--- config.mk ---
export PLATFORM = sky130hd
export DESIGN_NAME = wsrc_top
export DESIGN_NICKNAME = d
export VERILOG_FILES = /design/src/rtl/wsrc_pkg.sv /design/src/rtl/wsrc_ring_if.sv /design/src/rtl/wsrc_ring.sv /design/src/rtl/wsrc_top.sv
export SDC_FILE = /design/constraint.sdc
export NUM_CORES = 1
export LEC_CHECK = 0
export BUFFER_PORTS_ARGS = -buffer_cell sky130_fd_sc_hd__buf_4
export CAP_MARGIN = 20
export CELL_PAD_IN_SITES_DETAIL_PLACEMENT = 1
export CELL_PAD_IN_SITES_GLOBAL_PLACEMENT = 2
export CORE_ASPECT_RATIO = 1.1
export CORE_MARGIN = 10
export CORE_UTILIZATION = 30
export DETAILED_ROUTE_END_ITERATION = 8
export PLACE_DENSITY = 0.67
export SLEW_MARGIN = 20
export SYNTH_ARGS = -nofsm -noshare
export SYNTH_HDL_FRONTEND = slang
export SYNTH_SLANG_ARGS = --single-unit
--- constraint.sdc ---
create_clock -name sys_clk -period 2.6 [get_ports sys_clk]
set_input_delay 0.13 -clock sys_clk [delete_from_list [all_inputs] [get_ports sys_clk]]
set_output_delay 0.13 -clock sys_clk [all_outputs]
set_load 0.005 [all_outputs]
--- src/rtl/wsrc_pkg.sv ---
package wsrc_pkg;
    // ************************************************************
    // ring sizes
    // ************************************************************
    localparam int WSRC_SW_STAGES = 32;
    localparam int WSRC_ED_STAGES = 16;
    localparam int WSRC_WL_STAGES = 12;
    localparam int WSRC_LINES = 512;
    localparam int WSRC_SENSE_PER_GROUP = 16;
    localparam int WSRC_SENSE_TOTAL = 192;
    localparam int WSRC_SW_W = 5;
    localparam int WSRC_ED_W = 4;
    localparam int WSRC_LINE_W = 9;
    localparam int WSRC_WL_W = 4;
    // ************************************************************
    // timing
    // ************************************************************
    localparam int WSRC_CLK_MHZ = 250;
    localparam int WSRC_WORD_CUR_NS = 150;
    // approximate width: integer division truncates 37.5 to 37 cycles, i.e. 148 ns
    localparam int WSRC_WORD_CUR_CYC = (WSRC_WORD_CUR_NS * WSRC_CLK_MHZ) / 1000;
    localparam int WSRC_CNT_W = 8;
    localparam logic [WSRC_CNT_W-1:0] WSRC_CNT_ZERO = 8'h00;
    localparam logic [WSRC_CNT_W-1:0] WSRC_CNT_ONE = 8'h01;
    localparam logic [WSRC_CNT_W-1:0] WSRC_CNT_LOAD = WSRC_CNT_W'(WSRC_WORD_CUR_CYC);
    // ************************************************************
    // reset values: first stage active
    // ************************************************************
    localparam logic [WSRC_SW_STAGES-1:0] WSRC_SW_FIRST = 32'h0000_0001;
    localparam logic [WSRC_ED_STAGES-1:0] WSRC_ED_FIRST = 16'h0001;
    localparam logic [WSRC_WL_STAGES-1:0] WSRC_WL_FIRST = 12'h001;
endpackage

--- src/rtl/wsrc_ring_if.sv ---
`timescale 1ns/1ns
interface wsrc_ring_if #(parameter int N = 4);
    logic clear;
    logic step;
    logic [N-1:0] stages;
    modport ctl (output clear, output step, input stages);
    modport ring (input clear, input step, output stages);
endinterface

--- src/rtl/wsrc_ring.sv ---
`timescale 1ns/1ns
module wsrc_ring #(
    parameter int N = 4,
    parameter logic [N-1:0] FIRST = N'(1)
) (
    input wire logic sys_clk,
    input wire logic rst_n,
    wsrc_ring_if.ring rif
);
    typedef struct packed {
        logic [N-1:0] stg;
    } wsrc_ring_st_t;

    wsrc_ring_st_t st_r;
    wsrc_ring_st_t st_nxt;

    always_comb begin
        st_nxt = st_r;
        if (rif.clear) begin
            st_nxt.stg = FIRST;
        end else if (rif.step) begin
            // rotate left: last stage wraps to first, one-hot kept
            st_nxt.stg = {st_r.stg[N-2:0], st_r.stg[N-1]};
        end
    end

    always_ff @(posedge sys_clk) begin
        if (!rst_n) begin
            st_r.stg <= FIRST;
        end else begin
            st_r <= st_nxt;
        end
    end

    assign rif.stages = st_r.stg;
endmodule

--- src/rtl/wsrc_top.sv ---
`timescale 1ns/1ns
// Summary of operation
// each line holds twelve words, ring-selected
// 32 switches times 16 drivers give 512
// each set has its own driving ring
// controller pulses clear and set together
// clear leaves only first stage active
// power pulse grounds selected switch group
// controller holds power pulse 500 ns
// step only after power pulse ends
// step moves activation to next stage
// word current only during power pulse
// word current pulse lasts about 150 ns
// unselected edge drivers stay off
// 12-stage ring enables 16 of 192
// steps no faster than 160 us (top does not limit step rate; model waits only GAP = 10 cycles after a step)
// set/clear returns all three rings
// regulators pulsed only around selection
// controller resets data flip-flops each cycle (model never drives data_reg_reset; test pulses it once)
// data flip-flop holds bit until written
// second bit clock follows the first
// last stage wraps back to first
// controller clears rings before a pass (model drives no ring clears; test clears once, mid-run)
module wsrc_top (
    input wire logic sys_clk,
    input wire logic rst_n,
    input wire logic sw_clear,
    input wire logic sw_set,
    input wire logic ed_clear,
    input wire logic ed_set,
    input wire logic wl_clear,
    input wire logic wl_set,
    input wire logic power_pulse_input,
    input wire logic step_pulse_input,
    input wire logic word_current_request,
    input wire logic data_reg_reset,
    input wire logic data_reg_load,
    input wire logic data_in,
    output logic [wsrc_pkg::WSRC_SW_STAGES-1:0] word_group_ground_driver,
    output logic [wsrc_pkg::WSRC_ED_STAGES-1:0] edge_drive,
    output logic [wsrc_pkg::WSRC_WL_STAGES-1:0] sense_group_enable,
    output logic [wsrc_pkg::WSRC_LINE_W-1:0] line_index,
    output logic [wsrc_pkg::WSRC_WL_W-1:0] word_index,
    output logic word_current_active,
    output logic data_bit
);
    // ************************************************************
    // helpers
    // ************************************************************
    function automatic logic [7:0] wsrc_onehot_idx(input logic [31:0] v);
        logic [7:0] idx;
        idx = 8'h00;
        for (int i = 0; i < 32; i++) begin
            if (v[i]) begin
                idx = 8'(i);
            end
        end
        return idx;
    endfunction

    // ************************************************************
    // rings
    // ************************************************************
    wsrc_ring_if #(.N(wsrc_pkg::WSRC_SW_STAGES)) sw_if ();
    wsrc_ring_if #(.N(wsrc_pkg::WSRC_ED_STAGES)) ed_if ();
    wsrc_ring_if #(.N(wsrc_pkg::WSRC_WL_STAGES)) wl_if ();

    // clear acts only with both clear and set pulsed; step is
    // masked during the power pulse so a stray step cannot shift
    // the selection under a live word line
    assign sw_if.clear = sw_clear & sw_set;
    assign ed_if.clear = ed_clear & ed_set;
    assign wl_if.clear = wl_clear & wl_set;
    assign sw_if.step = step_pulse_input & ~power_pulse_input;
    assign ed_if.step = step_pulse_input & ~power_pulse_input;
    assign wl_if.step = step_pulse_input & ~power_pulse_input;

    wsrc_ring #(.N(wsrc_pkg::WSRC_SW_STAGES), .FIRST(wsrc_pkg::WSRC_SW_FIRST)) u_sw (
        .sys_clk(sys_clk),
        .rst_n(rst_n),
        .rif(sw_if)
    );
    wsrc_ring #(.N(wsrc_pkg::WSRC_ED_STAGES), .FIRST(wsrc_pkg::WSRC_ED_FIRST)) u_ed (
        .sys_clk(sys_clk),
        .rst_n(rst_n),
        .rif(ed_if)
    );
    wsrc_ring #(.N(wsrc_pkg::WSRC_WL_STAGES), .FIRST(wsrc_pkg::WSRC_WL_FIRST)) u_wl (
        .sys_clk(sys_clk),
        .rst_n(rst_n),
        .rif(wl_if)
    );

    // ************************************************************
    // state
    // ************************************************************
    typedef enum logic [1:0] {
        WSRC_IDLE,
        WSRC_CUR,
        WSRC_WAIT
    } wsrc_cur_state_t;

    typedef struct packed {
        wsrc_cur_state_t cst;
        logic [wsrc_pkg::WSRC_CNT_W-1:0] cnt;
        logic cur;
        logic [wsrc_pkg::WSRC_SW_STAGES-1:0] gnd;
        logic [wsrc_pkg::WSRC_ED_STAGES-1:0] edv;
        logic [wsrc_pkg::WSRC_WL_STAGES-1:0] sen;
        logic [wsrc_pkg::WSRC_LINE_W-1:0] line;
        logic [wsrc_pkg::WSRC_WL_W-1:0] word;
        logic dbit;
    } wsrc_state_t;

    wsrc_state_t st_r;
    wsrc_state_t st_nxt;

    always_comb begin
        logic [7:0] sw_i;
        logic [7:0] ed_i;
        logic [7:0] wl_i;
        sw_i = wsrc_onehot_idx(32'(sw_if.stages));
        ed_i = wsrc_onehot_idx(32'(ed_if.stages));
        wl_i = wsrc_onehot_idx(32'(wl_if.stages));
        st_nxt = st_r;
        // word current pulse: started by request inside power pulse,
        // fixed length unless the power pulse ends first, one per power pulse
        unique case (st_r.cst)
            WSRC_IDLE: begin
                if (power_pulse_input && word_current_request) begin
                    st_nxt.cst = WSRC_CUR;
                    st_nxt.cnt = wsrc_pkg::WSRC_CNT_LOAD;
                end
            end
            WSRC_CUR: begin
                if (st_r.cnt == wsrc_pkg::WSRC_CNT_ONE || !power_pulse_input) begin
                    st_nxt.cst = WSRC_WAIT;
                    st_nxt.cnt = wsrc_pkg::WSRC_CNT_ZERO;
                end else begin
                    st_nxt.cnt = st_r.cnt - wsrc_pkg::WSRC_CNT_ONE;
                end
            end
            WSRC_WAIT: begin
                if (!power_pulse_input) begin
                    st_nxt.cst = WSRC_IDLE;
                end
            end
        endcase
        st_nxt.cur = (st_nxt.cst == WSRC_CUR);
        // ground only the active switch group while powered
        st_nxt.gnd = power_pulse_input ? sw_if.stages : '0;
        // only the selected edge stage conducts, others held off
        st_nxt.edv = st_nxt.cur ? ed_if.stages : '0;
        st_nxt.sen = wl_if.stages;
        // line = driver * 32 + switch gives one of 512
        st_nxt.line = {ed_i[wsrc_pkg::WSRC_ED_W-1:0], sw_i[wsrc_pkg::WSRC_SW_W-1:0]};
        st_nxt.word = wl_i[wsrc_pkg::WSRC_WL_W-1:0];
        // data bit held until controller loads or resets it; reset wins
        if (data_reg_reset) begin
            st_nxt.dbit = 1'b0;
        end else if (data_reg_load) begin
            st_nxt.dbit = data_in;
        end
    end

    always_ff @(posedge sys_clk) begin
        if (!rst_n) begin
            st_r <= '0;
            st_r.cst <= WSRC_IDLE;
        end else begin
            st_r <= st_nxt;
        end
    end

    assign word_group_ground_driver = st_r.gnd;
    assign edge_drive = st_r.edv;
    assign sense_group_enable = st_r.sen;
    assign line_index = st_r.line;
    assign word_index = st_r.word;
    assign word_current_active = st_r.cur;
    assign data_bit = st_r.dbit;
endmodule

# Word-level counts from Yosys, hierarchy flattened
# Cells that the tools add are included.
[op_classes] n_addsub=1 n_mul=0 n_div=0 n_lt_le_gt_ge=0 eq_ne=5 shift=0 mux=63 n_bitwise=6 reduce_logical=13
[op_table] operator="$mux W5" count=30
[op_table] operator="$mux W4" count=24
[op_table] operator="$pmux W8 S2" count=1
[op_table] operator="$mux W10" count=1
[op_table] operator="$eq A8 B1 Y1 const B" count=1
[op_table] operator="$mux W8" count=1
[op_table] operator="$reduce_or A2 Y1" count=4
[op_table] operator="$sub A8 B1 Y8 const B" count=1
[op_table] operator="$pmux W2 S3" count=1
[op_table] operator="$reduce_and A2 Y1" count=3
[op_table] operator="$reduce_or A5 Y1" count=1
[op_table] operator="$and A1 B1 Y1" count=4
[op_table] operator="$eq A2 B1 Y1 const B" count=2
[op_table] operator="$mux W2" count=2
[op_table] operator="$mux W1" count=3
[op_table] operator="$eq A2 B2 Y1 const B" count=1
[op_table] operator="$logic_not A2 Y1" count=1
[op_table] operator="$ne A2 B2 Y1 const B" count=1
[op_table] operator="$not A1 Y1" count=2
[op_table] operator="$reduce_bool A2 Y1" count=1
[op_table] operator="$logic_and A1 B1 Y1" count=1
[op_table] operator="$logic_not A1 Y1" count=1
[op_table] operator="$logic_or A1 B1 Y1" count=1
[word_totals] register_bits=145 latch_bits=0 mem_bits_rw=0 romBits=0 out_inout_bits=75 elab_cells=101 mem_count=0

# Logic depth before layout (Yosys ltp)
# Gate-level depths: netlist of run 1.
[logic_depth] word_depth=31 depth_mapped=8 ltp_nobuf=7

# Cells and area by module
# Synthesis of run 1 repeated with hierarchy kept, for this count alone.
[hier_totals] cells_unflattened=600 area_unflattened_um2=5913.2
[modules_own_cells] mod="wsrc_top" n_inst=1 cells_per_inst=404 area_per_inst_um2=3712.3 seq_area_each_um2=1701.6
[modules_own_cells] mod="wsrc_ring at u_sw" n_inst=1 cells_per_inst=104 area_per_inst_um2=1174.9 seq_area_each_um2=640.6
[modules_own_cells] mod="wsrc_ring at u_ed" n_inst=1 cells_per_inst=53 area_per_inst_um2=595.6 seq_area_each_um2=320.3
[modules_own_cells] mod="wsrc_ring at u_wl" n_inst=1 cells_per_inst=39 area_per_inst_um2=430.4 seq_area_each_um2=240.2

# Worst setup path before layout of run 1
# No wires, ideal clock.
[synth_timing] path_kind="flip-flop to flip-flop" start="register st_r[75] in the netlist's numbering" end="register st_r, in the netlist edge_drive[10]" t_arrival_ps=1773 required_time_ps=2487 setup_slack_ps=715 stages_incl_launch_ff=8 path_buffers=1 synth_period_minus_slack_ps=1885 path_cell_list="dfxtp_1 ha_1 or4b_4 o211a_1 o211ai_2 nor2_2 buf_6 and2_4"
[synth_via] elab_chain_len=6
[synth_rtl] item="start: declaration" line_no="wsrc_top.sv:115" source="wsrc_state_t st_r;"
[synth_rtl] item="start signal: assignment" line_no="wsrc_top.sv:171" source="st_r <= st_nxt;"
[synth_rtl] item="$eq A8 B1 Y1" line_no="wsrc_top.sv:136" source="if (st_r.cnt == wsrc_pkg::WSRC_CNT_ONE || !power_pulse_input) begin"
[synth_rtl] item="$logic_or A1 B1 Y1" line_no="wsrc_top.sv:136"
[synth_rtl] item="$mux W2" line_no="wsrc_top.sv:136"
[synth_rtl] item="$pmux W2 S3" line_no="wsrc_top.sv:128" source="unique case (st_r.cst)"
[synth_rtl] item="$eq A2 B1 Y1" line_no="wsrc_top.sv:149" source="st_nxt.cur = (st_nxt.cst == WSRC_CUR);"
[synth_rtl] item="$reduce_and A2 Y1 (no source line)"
# Every way passes these cells.
# A chain may end at the register's enable or synchronous reset.

# Worst setup path after layout of run 1
[layout_timing] start="register st_r[75] in the netlist's numbering" end="register st_r, in the netlist edge_drive[2]"
# Same word-level chain as after synthesis.

==> results of run 1 <==
## repair_timing
action | in CTS | in global routing
resized for setup | 0 | 0
hold buffers | 7 | 0
endpoints found under the hold margin | 4 | 0
endpoints found under the setup margin | 0 | 0
## power by group
group / switching (mW) / internal [mW] / total [mW] / leakage [nW]
logic: 0.153 / 0.0901 / 0.243 / 1.33
registers: 0.0195 / 2.25 / 2.27 / 1.17
clock network: 0.929 / 1.47 / 2.40 / 0.280
total: 1.10 / 3.81 / 4.91 / 2.78
## cells by family (layout without fill, tap and decap cells)
family	count (synthesis)	after routing
simple gates	274	274
flops	145	145
buf+inv	124	150
compound gates	116	116
fa+ha+maj	5	5
xor+xnor	4	4
mux	1	1
## flip-flops by register name, indices dropped and copies added, names as in the netlist
name / flops
st_r: 10
u_sw.rif.stages: 32
word_index: 4
data_bit: 1
word_current_active: 1
sense_group_enable: 12
word_group_ground_driver: 32
u_ed.rif.stages: 16
line_index: 9
edge_drive: 16
u_wl.rif.stages: 12
## per-layer routing
metal  vias to the layer above  track usage  wire length (microns)
met5                         -            0                      0
met4                         0       0.0390                    179
met3                        15       0.0407                    693
met2                        73        0.206                   7350
met1                      2144        0.132                   6390
li1                       2179            -                      -
## area by class of cell
cell class | count | share of cell area
flip-flops and latches | 145 | 0.427
multi-input cells | 400 | 0.313
repair buffers | 102 | 0.119
clock buffers | 20 | 0.0687
well taps | 247 | 0.0455
clock inverters | 10 | 0.0164
inverters | 18 | 0.00994
## path summary, 6_finish.rpt
| path | from | end | slack, ns | cells after the start |
|---|---|---|---|---|
| setup / recovery | st_r[75]$_SDFFE_PN0P_ | edge_drive[2]$_SDFF_PN0_ | 0.51 | 6 |
| hold / removal | data_in | data_bit$_SDFFE_PP0P_ | 0.05 | 3 |
| setup reg to reg | st_r[75]$_SDFFE_PN0P_ | edge_drive[2]$_SDFF_PN0_ | 0.51 | 6 |
| hold reg to reg | u_wl.rif.stages[0]$_SDFFE_PP1P_ | u_wl.rif.stages[1]$_SDFFE_PP0P_ | 0.48 | 2 |
## metrics by stage
step	setup WS, ns	instances	cell area, sq um	hold slack (ns)
global route	0.368	942	6800	0.0565
detailed placement	0.483	905	6150	0.300
floorplan	0.715	669	5770	0.206
global placement	0.592	905	6150	0.292
finish	0.506	942	6800	0.0483
CTS	0.472	942	6800	0.0273
## placed cells by master, fill, tap and decap left out, types with 3 or more instances in the layout
cell type and count:
and2_1 14, dlygate4sd3_1 7, ha_1 5, nor2_1 25, nand2_1 139, nor4_1 14
and3_1 33, and2_2 5, xor2_1 3, a21oi_1 71, buf_4 93, a211oi_1 3
nor3_1 12, clkbuf_16 17, dfxtp_1 145, nand3_1 4, nand2b_1 3, o21a_1 3
clkinv_2 4, clkbuf_8 3, nor2b_1 4, a21boi_0 3, inv_1 18, and2_4 9
nand4_1 4, clkinvlp_4 3, o31a_1 3, o21ai_0 17
## tightest hold or removal path: stages
cell and delay, ns:
buf_4 0.11, mux2i_1 0.12, nor3b_1 0.06
==> metrics.cfg, run 1 <==
[sta]
fin_crit_sh=0.805
finalMaxSlewViolations=0
rsz0062_at_grt=no
fmax_ghz=0.478
setup_viol_count_final=0
final.setup_skew_ns=0.00742
tns_ns=0
layout_min_cycle_time_ns=2.09
maxSlewHeadroom=0.450
worstMarginPinSlew_ns=0.805
hold_viol=0

[power_and_ir_drop]
peakVddDrop_uv=459
p_per_area_nw_per_um2=723
power_leakage_nw=2.78
totalPowerFinal_mw=4.91

[synth]
synthCells=669
synth-xor-area-share=0.00607
async_reset_ff_frac=0
synthDominantCellAreaShare=0.503
syn_area_sq_um=5770
synth_edf_count=0
synth_area_leaders=dfxtp_1 (50%), buf_4 (9.6%), nand2_1 (9.0%)
synth_compound_area_frac=0.119
synth_mux_area_frac=0.00173
synthAdderAreaFrac=0.0108
ys_types=47
synth_top_family_by_area=simple AND/OR/NAND/NOR gates
synth-seq-cells=145
synth_fp_nets=688
synth_most_common_cell=dfxtp_1
synth_flop_cell=dfxtp_1
netlist_top_cells_count=dfxtp_1 (145), nand2_1 (139), buf_4 (74)
synthSimpleGateAreaFrac=0.230
synth_top_cell_by_area=dfxtp_1
syn_area_per_cell_sq_um=8.63
ys.warnings.count=0
yosysSeqAreaShare=0.503

[worst_hold_path]
min_path_type=input pin to flip-flop

[worst_setup_path]
critPathRequiredTime_ns=2.91
path_buf_inv=0
slowest_stage=or4b_4
worstPathCellList=ha_1, or4b_4, o21ai_2, a2bb2oi_2, nor2_2, and2_2
crit_family=simple AND/OR/NAND/NOR gates
cp-start-kind=flip-flop
worstSetupPathType=flip-flop to flip-flop
max_stage_delay_ns=0.46
crit_path_max_fanout=15
cp.arrival_ns=2.41
endpoint_kind=flip-flop

[cells_and_area]
area_growth_pct=17.7
multi_input_area_sq_um=2130
fillers=2202
antennaDiodeCount=0
drive_above_1_share=0.213
finalNetCount=703
post-route-util=0.357
seq_area_sq_um=2900

[die]
dieWidth_microns=152
die_area_sq_um=25200
pin_count=89
die_h_microns=165
rows=53
coreArea_sq_um=19000
start_util=0.303

[detailed_routing]
drc=0
ant_nets=0
wire_per_inst_microns=15.5
wl_microns=14600
dr.pass1.iters=4
via_count=4411
via_per_inst=4.68
drt_iter0_drc=178

[cts]
clk_latency_ns=0.42
cts_setup_buffers=0
cts_max_level=4
cts_tree=built
cts_num_sinks=145
ctsRootBufferMaster=clkbuf_16
clock_path_buffers=2
cts.reportedPaths.clkPinSlew_ns=0.06
numCtsBuffers=17

[global_routing]
grt_first_pass_wirelength_microns=24200
grt_max_degree=41
overflow=0
track_usage=0.118
grt_antenna_before_repair=0
grt_pass1_vias=4742

[status]
status=finished, final reports clean

[place]
dp_hpwl_microns=10200
io_buffers=88
globalplace.congestion=0.777

[flow_run]
max_cap_violations=0

Note: power is estimated with default switching activity, not from simulation.
==> run 2: changes to the inputs <==
Clock period 2.6 ns to 2.1 ns, I/O delays scaled along.
==> run 2 against run 1 <==
Power rose by 19%. Hold slack lost 0.011 ns. Count of clock-buffer cells in the layout rose by 1. Clock power grew 14%. Critical path depth grew 1. Utilization about the same. Design area barely moved. Setup slack lost 0.41 ns. Critical endpoint is now st_r[81]$_SDFFE_PN0P_. Highest routed layer unchanged.
==> metrics.cfg, run 2 (same netlist as run 1, synthesis figures left out) <==
[status]
status=finished, final reports clean

[worst_setup_path]
cp-start-kind=flip-flop
startpoint=st_r[84]$_SDFF_PN0_
path_buf_inv=2
slowest_stage=or4b_2
crit_path_max_fanout=5
worstPathCellList=inv_1, ha_1, inv_1, o21a_1, or4b_2, xor2_1, nor2_1
rr_endpoint=st_r[81]$_SDFFE_PN0P_
worstSetupPathType=flip-flop to flip-flop
cp.depth=7
cpMostUsedCell=inv_1
critPathRequiredTime_ns=2.39
cp.arrival_ns=2.30
max_stage_delay_ns=0.67
crit_family=simple AND/OR/NAND/NOR gates
r2r_cells=7
endpoint_kind=flip-flop
timing.rr.start=st_r[84]$_SDFF_PN0_
reg2reg_setup_slack_ns=0.09

[power_and_ir_drop]
power_leakage_nw=2.78
peakVddDrop_uv=571
p_per_area_nw_per_um2=860

[die]
rows=53
pin_count=89
dieWidth_microns=152
die_area_sq_um=25200
die_h_microns=165
coreArea_sq_um=19000
start_util=0.303

[detailed_routing]
ant_nets=0
dr.pass1.iters=4
via_count=4450
wire_per_inst_microns=15.1
drt_iter0_drc=163
wl_microns=14300
via_per_inst=4.70
drc=0

[cells_and_area]
finalNetCount=707
fin_cells=947
layout_common_cells=dfxtp_1 (145), nand2_1 (139), buf_4 (96), a21oi_1 (71), and3_1 (33)
multi_input_area_sq_um=2130
drive_above_1_share=0.217
antennaDiodeCount=0
final_common_cell=dfxtp_1
fillers=2185
area_growth_pct=17.7
seq_area_sq_um=2900

[sta]
hold_viol=0
setup_viol_count_final=0
tns_ns=0
fmax_ghz=0.499
rsz0062_at_grt=no
fin_crit_sh=0.955
maxSlewHeadroom=0.575
worstMarginPinSlew_ns=0.630
finalMaxSlewViolations=0
final.setup_skew_ns=0.00857
layout_min_cycle_time_ns=2.01

[cts]
clk_latency_ns=0.42
cts_max_level=4
numCtsBuffers=17
cts_tree=built
ctsRootBufferMaster=clkbuf_16
cts.reportedPaths.clkPinSlew_ns=0.06
clock_path_buffers=2
cts_setup_buffers=0
cts_num_sinks=145

[place]
globalplace.congestion=0.756
dp_hpwl_microns=9820
dp.cells=909
io_buffers=88

[global_routing]
grt_antenna_before_repair=0
grt_first_pass_wirelength_microns=23800
track_usage=0.115
grt_max_degree=61
grt_pass1_vias=4737
overflow=0

[worst_hold_path]
min_path_type=input pin to flip-flop
min_path_cells=3
min_to=data_bit$_SDFFE_PP0P_
min_from=data_in

[flow_run]
max_cap_violations=0

[run 2: metal layers]
| layer | wire length (microns) | up-vias | global-route usage |
|---|---|---|---|
| li1 | - | 2194 | - |
| met1 | 6110 | 2161 | 0.123 |
| met2 | 7320 | 75 | 0.208 |
| met3 | 684 | 20 | 0.0370 |
| met4 | 195 | 0 | 0.0425 |
| met5 | 0 | - | 0 |
[run 2: how the worst max path moves through the flow]
stage,slack [ns],to
6_report,0.09,st_r[81]$_SDFFE_PN0P_
5_1_grt,0.004,st_r[81]$_SDFFE_PN0P_
4_1_cts,0.08,edge_drive[3]$_SDFF_PN0_
3_5_place_dp,0.1,edge_drive[3]$_SDFF_PN0_
3_3_place_gp,0.18,edge_drive[1]$_SDFF_PN0_
2_1_floorplan,0.21,edge_drive[10]$_SDFF_PN0_
[run 2: final cells by class]
| class | count | area share |
|---|---|---|
| Inverter | 18 | 0.00994 |
| Clock buffer | 21 | 0.0692 |
| Timing Repair Buffer | 106 | 0.125 |
| Tap cell | 247 | 0.0455 |
| Clock inverter | 10 | 0.00902 |
| Multi-Input combinational cell | 400 | 0.314 |
| Sequential cell | 145 | 0.427 |
[run 2: power breakdown]
| part | switching, mW | internal, mW |
|---|---|---|
| clock | 1.14 | 1.58 |
| sequential | 0.0253 | 2.78 |
| combinational | 0.188 | 0.120 |
[run 2: repair_timing]
action                                 CTS  global route
gates resized for setup                  0             1
setup endpoints to repair                0            14
hold buffers                             7             0
endpoints found under the hold margin    4             0
[run 2: per-stage QoR]
| stage | power [mW] | cell area (sq um) | hold WS [ns] | setup slack, ns | util |
|---|---|---|---|---|---|
| floorplan | 3.06 | 5770 | 0.181 | 0.215 | - |
| CTS | 5.95 | 6790 | 0.0137 | 0.0778 | 0.357 |
| detailed placement | 3.17 | 6190 | 0.269 | 0.0981 | 0.325 |
| global placement | 3.16 | 6190 | 0.266 | 0.182 | 0.325 |
| global route | 6.12 | 6800 | 0.0321 | 0.00370 | 0.357 |
| finish | 5.84 | 6800 | 0.0370 | 0.0943 | 0.357 |
[run 2: tightest hold or removal path, cell delays in order]
cell and delay, ns:
buf_4 0.08, mux2i_1 0.06, nor3b_1 0.16
